## src/core/fbm_pkg.sv

```systemverilog
// constants and types shared by the flash bank mode and bus block
package fbm_pkg;
    // bus widths
    localparam int DATA_W = 16;
    localparam int UPPER_W = 13;
    localparam int ADDR_W = UPPER_W + DATA_W;

    // positions inside the sampled pin vector
    localparam int P_DQ = 0;
    localparam int P_UA = P_DQ + DATA_W;
    localparam int P_BCLK = P_UA + UPPER_W;
    localparam int P_AVD = P_BCLK + 1;
    localparam int P_WE = P_AVD + 1;
    localparam int P_OE = P_WE + 1;
    localparam int P_CS = P_OE + 1;
    localparam int P_RST = P_CS + 1;
    localparam int PIN_W = P_RST + 1;
    // strobes and resets idle high, bus clock and buses idle low
    localparam logic [PIN_W-1:0] PIN_IDLE =
        {5'h1F, 1'b0, 13'h0000, 16'h0000};

    // configuration register layout and reset value
    localparam int CFG_ASYNC = 15;
    localparam int CFG_IAC_HI = 14;
    localparam int CFG_IAC_LO = 11;
    localparam int CFG_RDY_POL = 10;
    localparam logic [DATA_W-1:0] CFG_RESET = 16'hBC00;
    // initial access cycles are the field code plus this offset
    localparam logic [4:0] IAC_OFS = 5'h02;

    // status word bits
    localparam int ST_READY = 7;
    localparam int ST_FAIL = 4;

    // command codes, low byte of the written word
    localparam logic [7:0] CMD_RESET = 8'hF0;
    localparam logic [7:0] CMD_ID_A = 8'h98;
    localparam logic [7:0] CMD_ID_B = 8'h90;
    localparam logic [7:0] CMD_OTP = 8'h88;
    localparam logic [7:0] CMD_LOCK = 8'h40;
    localparam logic [7:0] CMD_CFG = 8'h61;
    localparam logic [7:0] CMD_PROG = 8'hA0;
    localparam logic [7:0] CMD_ERASE = 8'h30;
    localparam logic [7:0] CMD_STATUS = 8'h70;

    // word offset where the customer half of the one-time area starts
    localparam logic [DATA_W-1:0] OTP_CUST_OFS = 16'h0100;

    // asynchronous access time
    localparam int CLK_NS = 25;
    localparam int ACC_NS = 70;
    localparam int ACC_CYCLES = (ACC_NS + CLK_NS - 1) / CLK_NS;

    // address spaces seen by the array side
    typedef enum logic [2:0] {
        SP_ARRAY = 3'h0,
        SP_ID = 3'h1,
        SP_OTP = 3'h2,
        SP_LOCK = 3'h3,
        SP_CFG = 3'h4
    } fbm_space_type;

    // mode of the one bank that may leave read mode
    typedef enum logic [2:0] {
        M_READ = 3'b001,
        M_ALGO = 3'b010,
        M_OVL = 3'b100
    } fbm_mode_type;

    // bus sequencer
    typedef enum logic [3:0] {
        B_IDLE = 4'b0001,
        B_ASYNC = 4'b0010,
        B_SYNC = 4'b0100,
        B_HOLD = 4'b1000
    } fbm_bus_type;
endpackage : fbm_pkg

```

## src/core/fbm_core.sv

```systemverilog
// flash bank mode control, command entry and host bus sequencing
// Summary of operation
// one bank at most in algorithm or overlay
// all banks return to read mode
// ready pin marks valid data, polarity configurable
// not-ready means data invalid, host waits
// modes entered only by command writes
// host sends reset after bad sequences
// algorithm bank gives status, never array data
// other banks keep serving reads meanwhile
// second mode entry is ignored
// host finishes background work before overlays
// overlay shows only in its sector
// only overlay area programmable, bank goes algorithm
// id and factory otp programs fail
// write latched at write strobe rising edge
// burst address captured with address valid low
// burst data out, address advances each clock
// no data before initial access count
// config bit 15 one selects async, default
// host holds write high during async address
// address latched on address valid rising edge
// drive data only when selected and enabled
// config bit 15 zero selects burst
// f0 write removes identification overlay
// deselect or reset floats the bus
`timescale 1ns/100ps
module fbm_core
#(
    parameter int BANK_W = 2,
    parameter int ACC_CYC = fbm_pkg::ACC_CYCLES
)
(
    // clock and reset
    input wire logic clk_i,
    input wire logic rst_i,
    // host bus pins
    input wire logic hw_reset_n_i,
    input wire logic chip_sel_n_i,
    input wire logic out_en_n_i,
    input wire logic write_en_n_i,
    input wire logic address_valid_n_i,
    input wire logic bus_clk_i,
    input wire logic [fbm_pkg::UPPER_W-1:0] upper_address_i,
    input wire logic [fbm_pkg::DATA_W-1:0] muxed_addr_data_i,
    output logic [fbm_pkg::DATA_W-1:0] muxed_addr_data_o,
    output logic muxed_addr_data_oe_o,
    output logic ready_o,
    // array read port, data valid one clock after the address
    output logic [fbm_pkg::ADDR_W-1:0] array_addr_o,
    output fbm_pkg::fbm_space_type array_space_o,
    input wire logic [fbm_pkg::DATA_W-1:0] array_data_i,
    // algorithm engine
    output logic prog_req_o,
    output logic erase_req_o,
    output logic [fbm_pkg::ADDR_W-1:0] prog_addr_o,
    output logic [fbm_pkg::DATA_W-1:0] prog_data_o,
    output fbm_pkg::fbm_space_type prog_space_o,
    input wire logic algo_done_i,
    input wire logic algo_fail_i,
    // bank status
    output logic [BANK_W-1:0] active_bank_o,
    output fbm_pkg::fbm_mode_type bank_mode_o
);
    import fbm_pkg::*;

    typedef struct packed {
        logic [PIN_W-1:0] s1;
        logic [PIN_W-1:0] s2;
        logic [PIN_W-1:0] s3;
        logic [PIN_W-1:0] pin;
        fbm_bus_type bus;
        logic [ADDR_W-1:0] addr;
        logic [4:0] cnt;
        logic [DATA_W-1:0] cfg;
        logic [BANK_W-1:0] act_bank;
        fbm_mode_type mode;
        logic [UPPER_W-1:0] ovl_sect;
        fbm_space_type ovl;
        logic prog_armed;
        logic status_armed;
        logic fail;
        logic [DATA_W-1:0] dq;
        logic dq_oe;
        logic ready;
        logic [ADDR_W-1:0] arr_addr;
        fbm_space_type arr_space;
        logic prog_req;
        logic erase_req;
        logic [ADDR_W-1:0] prog_addr;
        logic [DATA_W-1:0] prog_data;
        fbm_space_type prog_space;
    } fbm_state_type;

    fbm_state_type st;
    fbm_state_type next_st;

    logic [PIN_W-1:0] filt;
    logic sel;
    logic rd_en;
    logic avd_lo;
    logic we_hi;
    logic avd_rise;
    logic we_rise;
    logic bclk_rise;
    logic async_mode;
    logic [4:0] iac_last;
    logic [ADDR_W-1:0] pin_addr;
    logic [DATA_W-1:0] wdata;

    // bank number held in the top address bits
    function automatic logic [BANK_W-1:0] bank_of(
        input logic [ADDR_W-1:0] a);
        bank_of = a[ADDR_W-1 -: BANK_W];
    endfunction : bank_of

    // sector number is the upper address field
    function automatic logic [UPPER_W-1:0] sect_of(
        input logic [ADDR_W-1:0] a);
        sect_of = a[ADDR_W-1 -: UPPER_W];
    endfunction : sect_of

    // overlay space only inside the selected sector
    function automatic fbm_space_type space_of(
        input fbm_state_type s,
        input logic [ADDR_W-1:0] a);
        if (s.mode == M_OVL && sect_of(a) == s.ovl_sect)
            space_of = s.ovl;
        else
            space_of = SP_ARRAY;
    endfunction : space_of

    // word returned to a host read at address a
    function automatic logic [DATA_W-1:0] read_word(
        input fbm_state_type s,
        input logic [ADDR_W-1:0] a,
        input logic [DATA_W-1:0] arr);
        logic [DATA_W-1:0] w;
        logic own;
        w = '0;
        own = bank_of(a) == s.act_bank;
        w[ST_READY] = !(own && s.mode == M_ALGO);
        w[ST_FAIL] = s.fail;
        if (own && s.mode == M_ALGO)
            read_word = s.status_armed ? w : '0;
        else if (s.status_armed && own)
            read_word = w;
        else if (space_of(s, a) == SP_CFG)
            read_word = s.cfg;
        else
            read_word = arr;
    endfunction : read_word

    // a change counts once the second and third stages agree
    assign filt = (st.s2 & st.s3) | (st.pin & (st.s2 ^ st.s3));
    assign sel = !filt[P_CS];
    assign rd_en = !filt[P_OE];
    assign avd_lo = !filt[P_AVD];
    assign we_hi = filt[P_WE];
    assign avd_rise = filt[P_AVD] && !st.pin[P_AVD];
    assign we_rise = filt[P_WE] && !st.pin[P_WE];
    assign bclk_rise = filt[P_BCLK] && !st.pin[P_BCLK];
    assign async_mode = st.cfg[CFG_ASYNC];
    assign iac_last = 5'(st.cfg[CFG_IAC_HI:CFG_IAC_LO]) + IAC_OFS - 5'h01;
    assign pin_addr = {filt[P_UA +: UPPER_W], filt[P_DQ +: DATA_W]};
    assign wdata = filt[P_DQ +: DATA_W];

    // whole next state in one place
    always_comb
    begin
        next_st = st;
        next_st.s1 = {hw_reset_n_i, chip_sel_n_i, out_en_n_i, write_en_n_i,
            address_valid_n_i, bus_clk_i, upper_address_i,
            muxed_addr_data_i};
        next_st.s2 = st.s1;
        next_st.s3 = st.s2;
        next_st.pin = filt;
        next_st.prog_req = 1'b0;
        next_st.erase_req = 1'b0;

        // engine finished: the bank always falls back to read
        if (algo_done_i && st.mode == M_ALGO)
        begin
            next_st.mode = M_READ;
            next_st.fail = algo_fail_i;
        end

        // address latch; output enable must still be high
        if (async_mode && avd_rise && sel && !rd_en)
            next_st.addr = pin_addr;

        // command writes, taken at the write strobe rising edge
        if (we_rise && sel && !rd_en && !avd_lo)
        begin
            if (st.prog_armed)
            begin
                next_st.prog_armed = 1'b0;
                next_st.prog_addr = st.addr;
                next_st.prog_data = wdata;
                next_st.prog_space = space_of(st, st.addr);
                if (st.mode == M_READ)
                begin
                    next_st.mode = M_ALGO;
                    next_st.act_bank = bank_of(st.addr);
                    next_st.prog_req = 1'b1;
                end
                else if (st.mode == M_OVL)
                begin
                    // only the overlaid area may be programmed
                    if (space_of(st, st.addr) == SP_ARRAY
                        || space_of(st, st.addr) == SP_ID
                        || (space_of(st, st.addr) == SP_OTP
                        && st.addr[DATA_W-1:0] < OTP_CUST_OFS))
                        next_st.fail = 1'b1;
                    else
                    begin
                        next_st.mode = M_ALGO;
                        next_st.prog_req = 1'b1;
                        if (space_of(st, st.addr) == SP_CFG)
                            next_st.cfg = wdata;
                    end
                end
            end
            else
            begin
                unique case (wdata[7:0])
                    CMD_RESET:
                    begin
                        // leaves any overlay, identification included
                        if (st.mode == M_OVL)
                            next_st.mode = M_READ;
                        next_st.status_armed = 1'b0;
                    end
                    CMD_ID_A, CMD_ID_B, CMD_OTP, CMD_LOCK, CMD_CFG:
                    begin
                        // a busy bank anywhere blocks the entry
                        if (st.mode == M_READ)
                        begin
                            next_st.mode = M_OVL;
                            next_st.act_bank = bank_of(st.addr);
                            next_st.ovl_sect = sect_of(st.addr);
                            next_st.status_armed = 1'b0;
                            if (wdata[7:0] == CMD_OTP)
                                next_st.ovl = SP_OTP;
                            else if (wdata[7:0] == CMD_LOCK)
                                next_st.ovl = SP_LOCK;
                            else if (wdata[7:0] == CMD_CFG)
                                next_st.ovl = SP_CFG;
                            else
                                next_st.ovl = SP_ID;
                        end
                    end
                    CMD_PROG:
                        next_st.prog_armed = st.mode != M_ALGO;
                    CMD_ERASE:
                    begin
                        if (st.mode == M_READ)
                        begin
                            next_st.mode = M_ALGO;
                            next_st.act_bank = bank_of(st.addr);
                            next_st.prog_addr = st.addr;
                            next_st.prog_space = SP_ARRAY;
                            next_st.erase_req = 1'b1;
                        end
                    end
                    CMD_STATUS:
                    begin
                        next_st.status_armed = 1'b1;
                        next_st.act_bank = st.mode == M_READ
                            ? bank_of(st.addr) : st.act_bank;
                    end
                    default:
                        next_st.prog_armed = 1'b0;
                endcase
            end
        end

        // bus sequencer
        unique case (st.bus)
            B_IDLE:
            begin
                next_st.dq_oe = 1'b0;
                next_st.cnt = '0;
                if (async_mode && sel && rd_en && !avd_lo)
                    next_st.bus = B_ASYNC;
            end
            B_ASYNC:
            begin
                // data only after the access time, while still enabled
                if (!(sel && rd_en && !avd_lo))
                begin
                    next_st.bus = B_IDLE;
                    next_st.dq_oe = 1'b0;
                end
                else if (st.cnt < 5'(ACC_CYC))
                    next_st.cnt = st.cnt + 5'h01;
                else
                begin
                    next_st.dq = read_word(st, st.addr, array_data_i);
                    next_st.dq_oe = 1'b1;
                end
            end
            B_SYNC, B_HOLD:
            begin
                next_st.dq_oe = rd_en && st.bus == B_HOLD;
                if (bclk_rise && !avd_lo)
                begin
                    // one count per bus clock until the first word
                    if (st.cnt < iac_last)
                        next_st.cnt = st.cnt + 5'h01;
                    if (next_st.cnt == iac_last && rd_en && we_hi)
                    begin
                        next_st.dq = read_word(st, st.addr, array_data_i);
                        next_st.addr = st.addr + ADDR_W'(1);
                        next_st.bus = B_HOLD;
                    end
                end
            end
            default:
                next_st.bus = B_IDLE;
        endcase

        // burst address capture restarts the burst from any state
        if (!async_mode && bclk_rise && sel && !rd_en && we_hi && avd_lo)
        begin
            next_st.addr = pin_addr;
            next_st.cnt = 5'h01;
            next_st.bus = B_SYNC;
            next_st.dq_oe = 1'b0;
        end

        // ready pin shows not ready only while a burst waits
        next_st.ready = !(next_st.bus == B_SYNC)
            ^ !st.cfg[CFG_RDY_POL];
        next_st.arr_addr = next_st.addr;
        next_st.arr_space = space_of(next_st, next_st.addr);

        // deselect floats the bus at once
        if (!sel)
        begin
            next_st.bus = B_IDLE;
            next_st.dq_oe = 1'b0;
        end

        // pin reset and block reset share the mode reset
        if (rst_i || !filt[P_RST])
        begin
            next_st.bus = B_IDLE;
            next_st.dq_oe = 1'b0;
            next_st.cfg = CFG_RESET;
            next_st.mode = M_READ;
            next_st.prog_armed = 1'b0;
            next_st.status_armed = 1'b0;
            next_st.prog_req = 1'b0;
            next_st.erase_req = 1'b0;
            next_st.cnt = '0;
        end
        if (rst_i)
        begin
            next_st.s1 = PIN_IDLE;
            next_st.s2 = PIN_IDLE;
            next_st.s3 = PIN_IDLE;
            next_st.pin = PIN_IDLE;
            next_st.addr = '0;
            next_st.act_bank = '0;
            next_st.ovl_sect = '0;
            next_st.ovl = SP_ID;
            next_st.fail = 1'b0;
            next_st.dq = '0;
            next_st.ready = CFG_RESET[CFG_RDY_POL];
            next_st.arr_addr = '0;
            next_st.arr_space = SP_ARRAY;
            next_st.prog_addr = '0;
            next_st.prog_data = '0;
            next_st.prog_space = SP_ARRAY;
        end
    end

    // single state register
    always_ff @(posedge clk_i)
    begin
        st <= next_st;
    end

    // every output straight from the state register
    assign muxed_addr_data_o = st.dq;
    assign muxed_addr_data_oe_o = st.dq_oe;
    assign ready_o = st.ready;
    assign array_addr_o = st.arr_addr;
    assign array_space_o = st.arr_space;
    assign prog_req_o = st.prog_req;
    assign erase_req_o = st.erase_req;
    assign prog_addr_o = st.prog_addr;
    assign prog_data_o = st.prog_data;
    assign prog_space_o = st.prog_space;
    assign active_bank_o = st.act_bank;
    assign bank_mode_o = st.mode;
endmodule : fbm_core

```

## config.mk

```make
export PLATFORM = sky130hd
export DESIGN_NAME = fbm_core
export DESIGN_NICKNAME = d
export VERILOG_FILES = /design/src/core/fbm_pkg.sv /design/src/core/fbm_core.sv
export SDC_FILE = /design/constraint.sdc
export NUM_CORES = 1
export LEC_CHECK = 0
export ABC_AREA = 1
export BUFFER_PORTS_ARGS = -buffer_cell sky130_fd_sc_hd__buf_2
export CAP_MARGIN = 20
export CORE_MARGIN = 5
export CORE_UTILIZATION = 53
export DETAILED_ROUTE_END_ITERATION = 10
export PLACE_DENSITY = 0.81
export SLEW_MARGIN = 20
export SYNTH_ARGS = -nofsm -noshare
export SYNTH_HDL_FRONTEND = slang
export SYNTH_SLANG_ARGS = --single-unit
```

## constraint.sdc

```tcl
create_clock -name clk_i -period 3.92 [get_ports clk_i]
set_input_delay 0.784 -clock clk_i [delete_from_list [all_inputs] [get_ports clk_i]]
set_output_delay 0.784 -clock clk_i [all_outputs]
set_load 0.02 [all_outputs]
```

# == After elaboration in Yosys (flattened, before gate mapping) ==
# Index checks and enable logic that the tools add are counted.
# totals
out_inout_bits,105
word_cells,233
register_bits,289
in_bits,55
# classes
reduce_logical,68
magnitude_cmp,3
addsub,4
bitwise,11
n_mux,82
eq_ne,40
# op_table
op,count
$mux 16,11
$mux 29,4
$mux 3,29
$mux 38,2
$and 35x35->35,2
$eq 8x8->1 const B,5
$mux 5,7
$or 35x35->35,1
$xor 35x35->35,1
$mux 33,1
$pmux 16 s2,1
$mux 30,1
$add 29x1->29 const B,1
$logic_and 1x1->1,29
$eq 13x13->1,2
$eq 8x7->1 const B,3
$mux 22,1
$mux 21,1
$ne 3x3->1 const B,6
$mux 17,1
$lt 16x9->1 const B,1
$reduce_and 4->1,4
$eq 3x3->1 const B,5
$pmux 5 s3,1
40 further kinds,88

# == Depth between registers and ports, before layout ==
# Gate-level depths: netlist (run 1).
# logic_depth
depth_word,20
mapped_depth,26
ltp_nobuf,25

# == Worst setup path before layout (run 1) ==
# OpenSTA, ideal clock, no wires.
# synth_path
kind,reg2reg
start,register st[135] (netlist bit)
end,register st (netlist bit muxed_addr_data_o[15])
required_time_ns,3.850
n_path_buf,1
synth_period_minus_slack_ns,2.842
setup_ns,0.070
setup_slack_ns,1.078
stages_incl_launch_ff,23
t_arrival_ns,2.772
path_cell_list,dfxtp_1 > ha_1 > xor2_1 > inv_1 > ha_1 > nand2_1 > nand2_1 > nand2_2 > nand3_4 > nand2_2 > nand2_1 > nand2_1 > inv_1 > nor2_2 > nand2_1 > nor2_4 > inv_2 > a211oi_2 > nand2_2 > inv_2 > buf_6 > o2111ai_1 > a21oi_1
# synth_between
elab_chain_cells,11
# synth_rtl
item,line,rtl
start: declaration,fbm_core.sv:95,fbm_state_type st;
start signal: assignment,fbm_core.sv:382,st <= next_st;
$add 4x2->5 (*),fbm_core.sv:164,assign iac_last = 5'(st.cfg[CFG_IAC_HI:CFG_IAC_LO]) + IAC_OFS - 5'h01;
$sub 5x1->5 (*),fbm_core.sv:164,
$lt 5x5->1,fbm_core.sv:309,if (st.cnt < iac_last)
$mux 5,fbm_core.sv:309,
$mux 5,fbm_core.sv:306,if (bclk_rise && !avd_lo)
$mux 5,fbm_core.sv:279,unique case (st.bus)
$eq 5x5->1 (*),fbm_core.sv:311,if (next_st.cnt == iac_last && rd_en && we_hi)
$logic_and 1x1->1 (*) (2 in a row),fbm_core.sv:311,
$ne 2x2->1 (no line) (*),-,
$reduce_and 5->1 (no line) (*),-,
# Mark *: on every way between the ends. The rest lies on a longest branch, timed or not. The select of a mux whose other input is x is not followed.
# A chain may end at the register's enable or synchronous reset.

# == Worst setup path after layout (run 1) ==
# layout_path
start,register st[135] (netlist bit)
end,register st (netlist bit array_space_o[1])
# layout_between
elab_chain_cells,17
# layout_rtl
item,line,rtl
$add 4x2->5 (*),fbm_core.sv:164,
$sub 5x1->5 (*),fbm_core.sv:164,
$lt 5x5->1,fbm_core.sv:309,
$mux 5,fbm_core.sv:309,
$mux 5,fbm_core.sv:306,
$mux 5,fbm_core.sv:279,
$eq 5x5->1 (*),fbm_core.sv:311,
$logic_and 1x1->1 (*) (2 in a row),fbm_core.sv:311,
$mux 33 (*),fbm_core.sv:311,
$mux 38 (*),fbm_core.sv:306,
$mux 29 (*),fbm_core.sv:279,
$mux 38 (*),fbm_core.sv:324,if (!async_mode && bclk_rise && sel && !rd_en && we_hi && avd_lo)
$eq 13x13->1 (*),fbm_core.sv:127,if (s.mode == M_OVL && sect_of(a) == s.ovl_sect)
$logic_and 1x1->1 (*),fbm_core.sv:127,
$not 1->1 (no line) (*),-,
$reduce_or 2->1 (no line) (*),-,
# Marks and branches as above.

==> results.md, run 1 <==
- Status: finished clean
- Synthesized area per cell: 7.28 um2
- # setup viols final: 0
- Clock period minus worst slack: 3.53 ns
- CP startpoint kind: flip-flop
- Core Rows: 59
- First DRT Iteration DRCs: 1102
- Max Slew Vio Count: 0
- IO buf count: 159
- Overall power: 6.14 mW
- VDD IR max: 0.319 mV
- Top cells by area, synth: dfxtp_1, nand2_1, inv_1, nor2_1, buf_4
- Core Box Area: 25800 um2
- CTS tree: yes
- Setup TNS: 0 ns
- GPL Wtd Cong: 1.03
- Die area: 29300 um2
- Tightest Pin Transition: 0.899 ns
- Most common cell after layout, fill and taps aside: nand2_1
- Layout Cells excl Fill: 2285
- Diode count: 0
- Post-Syn Nets: 1989
- CTS clk-pin slew, worst paths: 0.06 ns
- DR vias/cell: 5.24
- # IOs: 160
- CTS Root Cell: clkbuf_16
- Max-slew headroom: 39.3%
- #FFs+latches synth: 289
- Max Buffers Root-to-Sink: 3
- RSZ-0062 raised after global routing: false
- Register area share after synthesis: 42.0%
- Cell area after synthesis: 13800 um2
- Drt pass-1 iters: 5
- Vias in the first global route: 11400
- Power Density: 405 nW/um2
- CP required: 4.40 ns
- Setup crit end kind: flip-flop
- Post-Synthesis Cells: 1892
- # hold bufs at CTS: 0
- Antenna-violating nets left: 0
- Max cap viols: 0
- Nets: 2024
- Placed insts: 2230
- Static Leak: 7.59 nW
- Detailed Place HPWL: 26600 um
- H-tree depth: 1
- Arrival @ worst endpoint: 4.02 ns
- Largest net degree at the start of global routing: 88
- Die height: 171 um
- Area leader, netlist: dfxtp_1
- Tightest Hold Check Type: reg2reg
- Vias: 12000
- Place WS: 0.381 ns
- Final worst path period share: 90.1%
- Top cell type's share of synthesized area: 42.0%
- CTS Buf Count: 30
- Skew final: 0.0117 ns
- Post-CTS sizing: 0
- # fillers: 2385
- Final hold viol count: 0
- Share of layout cells above drive strength 1: 15.6%
- Post-CTS Setup Bufs: 0
- YS warnings: 0
- Clock sink total: 289
- Peak Freq: 0.283 GHz
- Critical path class: reg2reg
- Initial antenna violation count: 0
- Worst Path Max Fanout: 27
- Synth-to-layout area growth: 9.85%
- Starting density of the core: 53.3%
- Gr usage total: 24.8%
- Die extent in x: 171 um
- DR WL/cell: 16.2 um
- First-pass GRT wire length: 58800 um
- Clock latency on the worst-skew pair: 0.56 ns
- GRT Residual Overflow: 0
- Setup WS post-layout: 0.389 ns
- DRT Wirelength: 37000 um
- DRC errors left: 0
- Synth cell types: 51
- Most frequent cells in the layout: nand2_1, dfxtp_1, inv_1
cell usage after synthesis, drive strengths merged:
cell / n
inv: 268
or3b: 1
nand3: 98
xor2: 27
a21oi: 123
nand4: 23
dfxtp: 289
xnor2: 5
o211ai: 35
o32ai: 1
a22oi: 2
nor3: 26
o21a: 1
or2: 29
nor4b: 1
nor4: 5
ha: 42
a2111oi: 1
buf: 119
o311ai: 1
o21ai: 112
nand2: 324
nor3b: 4
a31oi: 2
a21o: 3
o31ai: 4
a221oi: 2
nand3b: 4
a211oi: 5
nor2: 257
clkbuf: 65
clkinv: 2
o2111ai: 11
sequential cells by signal, summed over array words and instances, names as in the netlist:
signal,cells
ready_o,1
prog_addr_o,29
muxed_addr_data_oe_o,1
muxed_addr_data_o,16
array_addr_o,29
async_mode,1
bank_mode_o,3
prog_space_o,3
erase_req_o,1
active_bank_o,2
st,183
prog_req_o,1
array_space_o,3
prog_data_o,16
kinds of logic after synthesis:
family	after synthesis	synth area share, %
simple gates	772	24.2
buf+inv	454	15.5
compound gates	303	12.6
flops	289	42.0
fa+ha+maj	42	3.81
xor+xnor	32	2.03
worst max-delay path, cell delays in order, from the launching register on:
cell	delay [ns]
dfxtp_1	0.43
ha_1	0.21
xor2_1	0.19
inv_1	0.10
ha_1	0.29
nand2_1	0.06
nand2_1	0.08
nand2_2	0.15
nand3_4	0.17
nand2_2	0.10
nand2_1	0.06
nand2_1	0.06
inv_1	0.05
nor2_2	0.12
nand4_2	0.16
buf_4	0.28
nand2_1	0.09
nand3_1	0.12
nand3_1	0.11
nand2_1	0.06
nor2_1	0.10
nand2_1	0.08
nor2_1	0.12
nand2_1	0.12
nor2_1	0.11
per-stage QoR:
step | cell area (um2) | util [%] | hold slack, ns
2_1_floorplan | 13800 | - | 0.388
3_3_place_gp | 14100 | 54.6 | 0.390
3_5_place_dp | 14100 | 54.6 | 0.392
4_1_cts | 15100 | 58.6 | 0.399
5_1_grt | 15100 | 58.6 | 0.408
6_report | 15100 | 58.6 | 0.395
power breakdown:
group | internal (mW) | switching (mW)
logic | 0.0738 | 0.128
registers | 2.99 | 0.0224
clock network | 1.74 | 1.18
total | 4.80 | 1.33
routing by layer:
layer	vias up	part of all wire, %	routed length [um]	global-route usage, %
met5	-	0	0	0
met2	492	45	16700	39.6
met4	0	4.0	1490	10.1
met1	5402	43	15800	33.5
li1	5984	-	-	-
met3	85	8.2	3060	4.18
layout make-up:
cell class | count | area (um2) | area share [%]
flip-flops and latches | 289 | 5790 | 38.2
well taps | 335 | 419 | 2.77
clock buffers | 42 | 867 | 5.73
repair buffers | 187 | 1010 | 6.69
inverters | 270 | 1010 | 6.69
clock inverters | 13 | 158 | 1.04
multi-input cells | 1149 | 5890 | 38.9
worst paths after layout:
check	cells after the start	from	to	slack (ns)
worst min-delay path	2	st[306]	st[271]	0.40
worst max-delay path	24	st[135]	array_space_o[1]	0.39
worst max register to register	24	st[135]	array_space_o[1]	0.39
worst min register to register	2	st[306]	st[271]	0.40
Note: power is estimated with default switching activity, not from simulation.
==> inputs of run 2 (changes only) <==
Settings changed: CORE_ASPECT_RATIO set to 1.75.
==> results.md, run 2 (synthesized netlist as in run 1, its figures left out) <==
- Hold Slack: 0.397 ns
- CP startpoint kind: flip-flop
- Clock latency on the worst-skew pair: 0.54 ns
- Worst Reg-to-Reg Cells: 23
- Share of layout cells above drive strength 1: 15.3%
- Worst Path Max Fanout: 38
- Initial antenna violation count: 0
- # IOs: 160
- DRT Wirelength: 38100 um
- R2R Path Start: st[135]
- Reg area: 5790 um2
- Arrival @ worst endpoint: 3.97 ns
- RSZ-0062 raised after global routing: false
- Max Slew Vio Count: 0
- Setup TNS: 0 ns
- H-tree depth: 1
- Hold path cells: 2
- CTS Buf Count: 26
- Placed insts: 2219
- Starting density of the core: 53.5%
- Tightest Pin Transition: 0.915 ns
- Die extent in x: 132 um
- Peak Freq: 0.286 GHz
- FF-to-FF End: array_space_o[2]
- CP required: 4.39 ns
- Most common cell after layout, fill and taps aside: nand2_1
- # setup viols final: 0
- GRT Residual Overflow: 0
- Gr usage total: 25.0%
- Clock period minus worst slack: 3.50 ns
- Critical path's top delay family: simple AND/OR/NAND/NOR gates
- Diode count: 0
- Tightest Hold Check Type: reg2reg
- Core Box Area: 25800 um2
- Max Buffers Root-to-Sink: 3
- Most frequent cells in the layout: nand2_1, dfxtp_1, inv_1
- Detailed Place HPWL: 29000 um
- Largest net degree at the start of global routing: 67
- Max FFs per register: 183
- Max cap viols: 0
- CTS tree: yes
- IO buf count: 159
- Setup crit end kind: flip-flop
- Nets: 2024
- Status: finished clean
- HP Start: st[301]
- # fillers: 2395
- Hold path endpoint: st[266]
- Static Leak: 7.51 nW
- GPL Wtd Cong: 1.00
- VDD IR max: 0.391 mV
- CTS clk-pin slew, worst paths: 0.07 ns
- CP max stage cell: dfxtp_1
- Skew final: 0.0118 ns
- Final hold viol count: 0
- Crit-path max cell delay: 0.43 ns
- First-pass GRT wire length: 60100 um
- DR WL/cell: 16.8 um
- Vias: 12100
- Layout Cells excl Fill: 2264
- Die area: 29500 um2
- Vias in the first global route: 11900
- Clock sink total: 289
- Footprint of the multi-input gates: 5880 um2
- CP dominant cell by count: nand2_1
- Critical path class: reg2reg
- Overall power: 5.72 mW
- Buffers & Inverters on Critical Path: 3
- First DRT Iteration DRCs: 926
- Final worst path period share: 89.4%
- Synth-to-layout area growth: 8.53%
- Most flops, register: st
- Core Rows: 78
- Fin util: 58.1%
- Drt pass-1 iters: 5
- Die height: 223 um
- Antenna-violating nets left: 0
- Worst-path cell chain: ha_1, nand3_1, ha_1, nand2_1, nand2_1, inv_1, nand3_4, nand2_2, nand2_1, nand2_1, inv_1, nor2_2, nand4_2, buf_6, nand2_1, nand3_1, nand3_1, nand2_1, nor2_1, nand2_1, nor2_1, nand2_1, nor2_1
- DR vias/cell: 5.35
- Setup crit start: st[135]
- CTS Root Cell: clkbuf_16
- R2R Setup Slk: 0.42 ns
- Max-slew headroom: 38.7%
- DRC errors left: 0
- Power Density: 382 nW/um2
-- run 2: cell types whose count changed in the layout (fill, tap and decap cells not counted), sizes merged --
cell	delta
buf	+4
inv	-2
clkinvlp	+2
clkbuf	-4
bufinv	-2
clkinv	-4
-- run 2: power by group --
part           internal (mW)  switching, mW  leakage, nW
combinational         0.0737          0.128         4.75
clock                   1.42           1.09        0.406
sequential              2.98         0.0227         2.35
total                   4.48           1.24         7.51
-- run 2: worst max-delay path by stage --
stage	to	cells past startpoint
3_3_place_gp	array_space_o[1]	22
2_1_floorplan	muxed_addr_data_o[15]	22
4_1_cts	array_space_o[2]	23
3_5_place_dp	array_space_o[2]	23
6_report	array_space_o[2]	23
5_1_grt	array_space_o[2]	24
-- run 2: final cells by class --
| class | count | share of cell area (%) |
|---|---|---|
| multi-input cells | 1149 | 39.3 |
| repair buffers | 191 | 6.97 |
| clock buffers | 38 | 5.13 |
| well taps | 320 | 2.68 |
| flip-flops and latches | 289 | 38.7 |
| clock inverters | 7 | 0.460 |
| inverters | 270 | 6.77 |
-- run 2: per-stage QoR --
step / cell area [um2] / worst slack (ns)
floorplan: 13800 / 1.08
global placement: 14100 / 0.471
detailed placement: 14100 / 0.409
CTS: 15000 / 0.319
global route: 15000 / 0.00638
finish: 15000 / 0.417
-- run 2: timing repair --
action | CTS | global route
endpoints found under the setup margin | 0 | 2
hold buffers | 0 | 0
setup buffers | 0 | 0
resized for setup | 0 | 1
-- run 2: metal layers --
layer | share of wire (%) | GRT usage, % | wire length [um] | vias up
met5 | 0 | 0 | 0 | -
met4 | 8.5 | 18.9 | 3250 | 0
met3 | 5.8 | 3.68 | 2210 | 175
met2 | 51 | 46.1 | 19500 | 456
met1 | 34 | 24.6 | 13100 | 5492
li1 | - | - | - | 5984
-- run 2: tightest hold or removal path: stages, from the launching register on --
cell and delay, ns:
dfxtp_1 0.29, inv_1 0.04, nor2_1 0.03
